**config.mk**
```make
export PLATFORM = sky130hd
export DESIGN_NAME = tc8_timer
export DESIGN_NICKNAME = d
export VERILOG_FILES = /design/src/tc8_pkg.sv /design/src/tc8_if.sv /design/src/tc8_bit_latch.sv /design/src/tc8_timer.sv
export SDC_FILE = /design/constraint.sdc
export NUM_CORES = 1
export LEC_CHECK = 0
export BUFFER_PORTS_ARGS = -buffer_cell sky130_fd_sc_hd__buf_2
export CORE_ASPECT_RATIO = 1.5
export CORE_MARGIN = 2
export CORE_UTILIZATION = 26
export CTS_BUF_LIST = sky130_fd_sc_hd__clkbuf_16
export DETAILED_ROUTE_END_ITERATION = 7
export PLACE_DENSITY = 0.41
export SLEW_MARGIN = 30
export SYNTH_ARGS = -nofsm -noshare
export SYNTH_HDL_FRONTEND = slang
export SYNTH_SLANG_ARGS = --single-unit
export TNS_END_PERCENT = 20
```
**constraint.sdc**
```tcl
create_clock -name clk -period 5.4 [get_ports clk]
set_input_delay 0.54 -clock clk [delete_from_list [all_inputs] [get_ports clk]]
set_output_delay 0.54 -clock clk [all_outputs]
set_load 0.01 [all_outputs]
```
**src/tc8_pkg.sv**
```systemverilog
// Constants for the 8-bit timer with serial assist
package tc8_pkg;
	localparam int CNT_W = 8;
	localparam logic [1:0] SRC_FAST = 2'h0;
	localparam logic [1:0] SRC_AUX = 2'h1;
	localparam logic [1:0] SRC_PIN = 2'h2;
	localparam logic [1:0] SRC_FAST_AND_PIN = 2'h3;
	localparam logic [7:0] PRELOAD_RST = 8'h00;
	localparam logic [7:0] COUNT_RST = 8'h00;
	localparam logic [7:0] CTRL_RST = 8'h00;
	localparam int CTRL_SRC_LSB = 0;
	localparam int CTRL_ENABLE = 2;
	localparam int CTRL_START_DET = 3;
	localparam int CTRL_TX_DRIVE = 4;
	localparam int AUX_DIV_DEFAULT = 32;
endpackage : tc8_pkg

```
**src/tc8_if.sv**
```systemverilog
// Interface between timer core and serial bit latches
`timescale 1ns/1ps
interface tc8_if;
	logic carry;
	logic tx_bit;
	logic rx_level;
	logic rx_bit;
	logic tx_out;
	modport core (output carry, output tx_bit, output rx_level,
		input rx_bit, input tx_out);
	modport latch (input carry, input tx_bit, input rx_level,
		output rx_bit, output tx_out);
endinterface : tc8_if

```
**src/tc8_bit_latch.sv**
```systemverilog
// Receive and transmit bit latches clocked by the counter carry
`timescale 1ns/1ps
module tc8_bit_latch (
	input wire logic clk,
	input wire logic resetn,
	tc8_if.latch lk
);
	logic rx_r;
	logic tx_r;
	assign lk.rx_bit = rx_r;
	assign lk.tx_out = tx_r;
	// sample input on carry
	always_ff @(posedge clk) begin
		if (!resetn) begin
			rx_r <= 1'b1;
		end else if (lk.carry) begin
			rx_r <= lk.rx_level;
		end
	end
	// shift one bit per interval
	always_ff @(posedge clk) begin
		if (!resetn) begin
			tx_r <= 1'b1;
		end else if (lk.carry) begin
			tx_r <= lk.tx_bit;
		end
	end
endmodule : tc8_bit_latch

```
**src/tc8_timer.sv**
```systemverilog
// 8-bit preloadable timer/counter with start detect and bit latches
// How it works
// 8-bit counter, preload and control registers
// Two control bits pick clock source
// Counter write loads preload, not data
// Preload buffers, rewritable after load
// Preload readable and writable by software
// Enable high counts rising edges, else hold
// Start detect holds counter until edge
// First interval end samples serial input
// Carry clocks receive and transmit latches
// Transmit bits driven one per interval
// Shared pins carry timer signals
// Aux clock slower, fast is multiple
// Carry reloads counter from preload
`timescale 1ns/1ps
module tc8_timer
	import tc8_pkg::*;
#(
	parameter int AUX_DIV = AUX_DIV_DEFAULT
) (
	input wire logic clk,
	input wire logic resetn,
	input wire logic preload_we,
	input wire logic [7:0] preload_wdata,
	input wire logic ctrl_we,
	input wire logic [7:0] ctrl_wdata,
	input wire logic count_we,
	input wire logic tx_bit,
	input wire logic first_shared_pin,
	input wire logic second_shared_pin,
	output logic [7:0] preload_rdata,
	output logic [7:0] ctrl_rdata,
	output logic [7:0] count_rdata,
	output logic receive_bit_latch,
	output logic transmit_bit_latch,
	output logic tx_pin_out,
	output logic tx_pin_oe,
	output logic carry_pulse,
	output logic waiting_start
);
	typedef enum logic [1:0] {IDLE, ARMED, RUN} state_type;
	state_type state_r;
	logic [7:0] preload_r;
	logic [7:0] ctrl_r;
	logic [7:0] count_r;
	logic [7:0] aux_cnt_r;
	logic aux_tick;
	logic pin_d_r;
	logic rx_d_r;
	logic src_tick;
	logic step;
	logic carry;
	logic rearm;
	logic start_edge;
	tc8_if lk ();

	// preload buffer store
	// Never touches the count, so it may be rewritten after a load
	always_ff @(posedge clk) begin
		if (!resetn) begin
			preload_r <= PRELOAD_RST;
		end else if (preload_we) begin
			preload_r <= preload_wdata;
		end
	end

	// control store
	always_ff @(posedge clk) begin
		if (!resetn) begin
			ctrl_r <= CTRL_RST;
		end else if (ctrl_we) begin
			ctrl_r <= ctrl_wdata;
		end
	end

	// aux tick divider
	// Crystal stand-in: a one-cycle enable, not a second clock
	always_ff @(posedge clk) begin
		if (!resetn) begin
			aux_cnt_r <= 8'h00;
		end else if (aux_tick) begin
			aux_cnt_r <= 8'h00;
		end else begin
			aux_cnt_r <= aux_cnt_r + 8'h01;
		end
	end
	assign aux_tick = (aux_cnt_r == 8'(AUX_DIV - 1));

	// Pin history for edge detection
	// Receive history resets high so an idle line gives no edge
	always_ff @(posedge clk) begin
		if (!resetn) begin
			pin_d_r <= 1'b0;
			rx_d_r <= 1'b1;
		end else begin
			pin_d_r <= first_shared_pin;
			rx_d_r <= second_shared_pin;
		end
	end

	// clock source select
	always_comb begin
		case (ctrl_r[CTRL_SRC_LSB +: 2])
			SRC_FAST: src_tick = 1'b1;
			SRC_AUX: src_tick = aux_tick;
			// Pins are synchronous; an edge is judged on the last sample
			SRC_PIN: src_tick = first_shared_pin & ~pin_d_r;
			// Fast clock gated by pin counts fast edges while pin high
			SRC_FAST_AND_PIN: src_tick = first_shared_pin;
			default: src_tick = 1'b0;
		endcase
	end

	// re-arm on control write
	assign rearm = ctrl_we && ctrl_wdata[CTRL_START_DET];
	// falling receive edge
	assign start_edge = rx_d_r & ~second_shared_pin;

	// start bit detector
	always_ff @(posedge clk) begin
		if (!resetn) begin
			state_r <= IDLE;
		end else begin
			case (state_r)
				// Leaves IDLE one cycle after reset
				IDLE: begin
					if (ctrl_r[CTRL_START_DET]) begin
						state_r <= ARMED;
					end else begin
						state_r <= RUN;
					end
				end
				// Dropping start detect while armed just runs
				ARMED: begin
					if (!ctrl_r[CTRL_START_DET]) begin
						state_r <= RUN;
					end else if (start_edge) begin
						state_r <= RUN;
					end
				end
				// Judged on the written value, so one write arms
				RUN: begin
					if (rearm) begin
						state_r <= ARMED;
					end
				end
				default: state_r <= IDLE;
			endcase
		end
	end

	// count only when enabled
	assign step = ctrl_r[CTRL_ENABLE] && state_r == RUN && src_tick;
	// Carry is the last step of an interval, not an extra one
	assign carry = step && count_r == 8'hFF;

	// A load wins over a carry in the same cycle
	always_ff @(posedge clk) begin
		if (!resetn) begin
			count_r <= COUNT_RST;
		end else if (count_we) begin
			// write loads preload
			count_r <= preload_r;
		end else if (carry) begin
			// reload on carry
			count_r <= preload_r;
		end else if (step) begin
			count_r <= count_r + 8'h01;
		end
	end

	assign lk.carry = carry;
	// Taken only at a carry, so software may change it at will
	assign lk.tx_bit = tx_bit;
	assign lk.rx_level = second_shared_pin;

	tc8_bit_latch u_latch (
		.clk(clk),
		.resetn(resetn),
		.lk(lk)
	);

	// readback copies
	// Copies lag the stores by one cycle; every output is a flop
	always_ff @(posedge clk) begin
		if (!resetn) begin
			preload_rdata <= PRELOAD_RST;
			ctrl_rdata <= CTRL_RST;
			count_rdata <= COUNT_RST;
		end else begin
			preload_rdata <= preload_r;
			ctrl_rdata <= ctrl_r;
			count_rdata <= count_r;
		end
	end

	// carry and start status
	always_ff @(posedge clk) begin
		if (!resetn) begin
			carry_pulse <= 1'b0;
			waiting_start <= 1'b0;
		end else begin
			carry_pulse <= carry;
			waiting_start <= (state_r == ARMED);
		end
	end

	// shared pin drive
	// Enable follows control; the output idles high
	always_ff @(posedge clk) begin
		if (!resetn) begin
			receive_bit_latch <= 1'b1;
			transmit_bit_latch <= 1'b1;
			tx_pin_out <= 1'b1;
			tx_pin_oe <= 1'b0;
		end else begin
			receive_bit_latch <= lk.rx_bit;
			transmit_bit_latch <= lk.tx_out;
			// transmit on pin
			tx_pin_out <= lk.tx_out;
			tx_pin_oe <= ctrl_r[CTRL_TX_DRIVE];
		end
	end
endmodule : tc8_timer

```
# Word level (Yosys, flattened, before mapping)
# Index checks and enable logic that the tools add are counted.
# totals
regBits,67
inputBits,24
out_inout_bits,30
wordCells,51
# classes
n_addsub,2
eq_ne,9
mux,9
n_bitwise,5
reduce_logical,9
# ops
cell,count
2-to-1 mux 8 bit,3
"adder 8 x 1 -> 8 bit, second input constant",2
"== test 8 x 5 -> 1 bit, second input constant",1
"== test 8 bit, second input constant",1
2-to-1 mux 2 bit,4
"== test 2 bit, second input constant",3
case mux 2 bit (3 select lines),1
"== test 2 x 1 -> 1 bit, second input constant",2
logical AND 1 bit,4
logical NOT 2 bit,2
case mux 1 bit (4 select lines),1
"inequality test 3 bit, second input constant",1
NOT 1 bit,3
nonzero test 3 bit,1
AND 1 bit,2
"inequality test 2 bit, second input constant",1
AND reduction 2 bit,1
OR reduction 2 bit,1

# Logic depth before layout (Yosys ltp)
# depth
ltp_word,7
mapped_depth,7
depth_no_buf,6

# Modules after synthesis
# From an unflattened synthesis, not the netlist that was laid out.
# unflattened
cells_unflattened,252
hier_area_um2,2484.9
# by_module_without_submodules
mod,n_inst,cells_each,area_per_inst_um2,seq_area_each_um2
tc8_timer,1,246,2417.3,1281.2
tc8_bit_latch,1,6,67.6,40.0

# Worst setup path after synthesis
# No wires, ideal clock.
# synth_path
kind,reg-to-reg
startpoint,reg aux_cnt_r[0]
endpoint,reg count_r[1]
setup_ps,119
t_arrival_ps,1718
required_ps,5281
setup_slack_ps,3564
stages_incl_launch_ff,8
n_path_buf,1
synth_period_minus_slack_ps,1836
cell_sequence,dfxtp_1 -> ha_1 -> and3_1 -> a21oi_2 -> nor3_2 -> buf_2 -> a21oi_1 -> o221a_2
# synth_between
elab_chain_cells,6
elab_cells_between_ends,7
cone_classes,eq/ne (1); mux (3); reduce/logical (3)
# synth_lines
element,line,text
from (decl),tc8_timer.sv:47,logic [7:0] aux_cnt_r;
from (signal assigned),tc8_timer.sv:85,aux_cnt_r <= aux_cnt_r + 8'h01;
== test 8 x 5 -> 1 bit (*),tc8_timer.sv:88,assign aux_tick = (aux_cnt_r == 8'(AUX_DIV - 1));
case mux 1 bit (4 select lines) (*),tc8_timer.sv:104,case (ctrl_r[CTRL_SRC_LSB +: 2])
logical AND 1 bit (*),tc8_timer.sv:154,assign step = ctrl_r[CTRL_ENABLE] && state_r == RUN && src_tick;
logical AND 1 bit,tc8_timer.sv:156,assign carry = step && count_r == 8'hFF;
2-to-1 mux 8 bit,tc8_timer.sv:165,end else if (carry) begin
2-to-1 mux 8 bit,tc8_timer.sv:162,end else if (count_we) begin
to (signal assigned),tc8_timer.sv:164,count_r <= preload_r;
to (signal assigned),tc8_timer.sv:167,count_r <= preload_r;
to (signal assigned),tc8_timer.sv:169,count_r <= count_r + 8'h01;
to (decl),tc8_timer.sv:46,logic [7:0] count_r;
# Every way passes the cells marked *; elsewhere a longest branch is shown, timed or not.
# A chain may end at the register's enable or synchronous reset.

# Final worst setup path
# Same ends and word-level chain as after synthesis.

==> results.py <==
metrics = {
    "clock_tree": {
        "numCtsBuffers": 9,
        "clk_pin_slew_ps": 50,
        "clk_latency_ps": 320,
        "cts_tree": "done",
        "htree_levels": 3,
        "hold_buffers": 0,
        "cts.sinks": 66,
        "root_buffer": "clkbuf_16",
        "clockBufferDepth": 2,
        "post_cts_buffers": 0,
        "post_cts_resized": 0,
    },
    "place": {
        "gp_routability_congestion": 0.814,
        "port_buffers": 53,
        "postPlaceCellArea_um2": 2760,
        "dpl.hpwl_mm": 3.81,
        "post-place-ws_ps": 3140,
    },
    "drt": {
        "routed_via_density": 4.50,
        "drt_iter0_drc": 80,
        "wire_per_inst_um": 13.6,
        "vias": 1790,
        "wirelength_mm": 5.41,
        "antenna_left": 0,
        "dr.pass1.iters": 4,
        "drc": 0,
    },
    "grt": {
        "grt_pass1_wl_mm": 8.43,
        "grt_antenna_before_repair": 0,
        "grt_pass1_vias": 1688,
        "grt_usage": 0.118,
        "grt_max_degree": 40,
        "grt-ovfl-total": 0,
    },
    "synthesis": {
        "synthAdderAreaFrac": 0.0104,
        "netlist_instances": 232,
        "synthSimpleGateAreaFrac": 0.228,
        "synth-seq-cells": 66,
        "synthesis.nets": 258,
        "yosys.area_share.xor_xnor": 0.0291,
        "synth_top_family_by_area": "simple AND/OR/NAND/NOR gates",
        "synthDistinctLibCells": 42,
        "synth_mux_area_frac": 0.0707,
        "ys_seq_area_frac": 0.549,
        "netlist_area_um2": 2410,
        "synth_area_per_cell_um2": 10.4,
        "synth-compound-area-share": 0.0842,
        "synth-warning-count": 0,
    },
    "worst_setup_path": {
        "end_kind": "flip-flop",
        "arrival_ps": 2460,
        "crit_type": "reg -> reg",
        "path_max_fanout": 14,
        "startpoint_type": "flip-flop",
        "critical_path_required_ps": 5610,
    },
    "sta": {
        "finalSetupTns_ps": 0,
        "maxSlewHeadroom": 0.423,
        "layout_min_cycle_time_ps": 2240,
        "worstMarginPinSlew_ps": 860,
        "fin_crit_sh": 0.416,
        "rsz0062_at_grt": "false",
        "fmax_ghz": 0.446,
        "slew_violations": 0,
        "layout_setup_ws_ps": 3160,
        "setup_viol": 0,
        "hold_violations": 0,
        "clock_skew_ps": 4.53,
    },
    "hold_path": {
        "hold_path_class": "reg -> reg",
    },
    "final_layout": {
        "mostFrequentLayoutCell": "dfxtp_1",
        "final_nets": 310,
        "finalInstanceArea_um2": 3000,
        "n_antenna_cell": 0,
        "synthToLayoutAreaGrowth_pct": 24.6,
        "final_cell_mix": "dfxtp_1 (66), buf_2 (53), nor2_1 (29)",
        "drive_above_1_share": 0.245,
    },
    "pwr": {
        "power.share.clock": 0.449,
        "seq_power_share": 0.489,
        "power.total_uw": 1070,
        "ir_drop_mv": 0.144,
        "p_comb_frac": 0.062,
        "p_sw_uw": 232,
        "p_leak_uw": 0.00133,
        "powerDensity_nw_per_um2": 355,
        "internal_power_uw": 834,
        "swShare": 0.217,
    },
    "floorplan": {
        "boundaryPins": 54,
        "fp-row-count": 43,
        "start_util": 0.263,
        "core-area_um2": 9150,
        "chipHeight_um": 122,
        "fp.dieW_um": 82.5,
        "die-area_um2": 10100,
    },
    "run": {
        "max-cap-violations": 0,
    },
    "outcome": {
        "outcome": "completed",
    },
}
registers in the layout, indices dropped and copies added (netlist names), 2 cells and up:
signal and flops:
preload_r 8, count_rdata 8, state_r 2, ctrl_r 8, count_r 8, ctrl_rdata 8, preload_rdata 8, aux_cnt_r 8
power groups by stage:
stage / logic, uW / clock network [uW] / registers, uW
6_report: 66.0 / 478 / 521
5_1_grt: 74.6 / 519 / 523
4_1_cts: 68.1 / 500 / 521
3_5_place_dp: 67.8 / 0 / 531
3_3_place_gp: 67.2 / 0 / 531
2_1_floorplan: 40.7 / 0 / 530
cell type report:
class,count,area (um2)
timing repair buffer,53,265
inverter,4,15.0
clock buffer,9,225
tap,112,140
multi-input combinational,150,1020
clock inverter,4,15.0
fill,997,6150
sequential,66,1320
critical path: stages (launching register included):
cell and delay, ps:
dfxtp_1 340, ha_1 180, and3_1 250, a21oi_2 110, nor3_2 730, a21oi_1 220
o221a_2 310
cell usage after synthesis (all sizes together):
cell type,instances,share of area
nand3,8,0.017
o22ai,1,0.0026
ha,2,0.010
or3b,1,0.0036
inv,4,0.0062
nor2,29,0.045
nor3,2,0.0062
buf,3,0.0083
and3,6,0.016
nor3b,2,0.0062
and2,24,0.062
or4,1,0.0047
o221a,2,0.0094
nand2b,7,0.018
a32o,2,0.0083
nor4,3,0.0078
o2bb2ai,2,0.0073
o22a,1,0.0036
o21a,1,0.0031
nand4b,1,0.0036
dfxtp,66,0.55
nor2b,1,0.0026
nor4b,2,0.014
xor2,2,0.0073
o32ai,1,0.0068
nand4,1,0.0026
nand3b,3,0.0094
a311o,2,0.0083
mux2i,17,0.071
a21boi,1,0.0031
a31oi,2,0.0052
a21oi,6,0.014
nand2,6,0.0094
o21ai,3,0.0062
clkbuf,9,0.014
a21o,1,0.0031
xnor2,6,0.022
a22oi,1,0.0031
metrics by stage:
step	hold WS, ps	util	cells
final	440	0.328	398
after global routing	437	0.328	398
after CTS	425	0.328	398
after detailed placement	433	0.302	385
after global placement	424	0.302	385
after floorplan	409	-	232
path summary, 6_finish.rpt:
path | from | cells after the start | slack (ps) | end
min | aux_cnt_r[0] | 1 | 440 | aux_cnt_r[0]
max reg2reg | aux_cnt_r[0] | 6 | 3160 | count_r[1]
min reg2reg | aux_cnt_r[0] | 1 | 440 | aux_cnt_r[0]
max | aux_cnt_r[0] | 6 | 3160 | count_r[1]
metal layers:
metal / vias up / wire length (um) / track usage
li1: 897 / - / -
met3: 12 / 238 / 0.0348
met2: 37 / 2720 / 0.180
met5: - / 0 / 0
met4: 0 / 241 / 0.0953
met1: 844 / 2210 / 0.132
kinds of logic (layout without fill, tap and decap cells):
logic type	Yosys count	after routing
AO/OA/AOI/OAI	26	26
XOR/XNOR	8	8
adder cells (fa/ha/maj)	2	2
buffers and inverters	16	70
flip-flops	66	66
multiplexers	17	17
AND/OR/NAND/NOR	97	97
No activity file was read; power rests on OpenSTA's default activity.
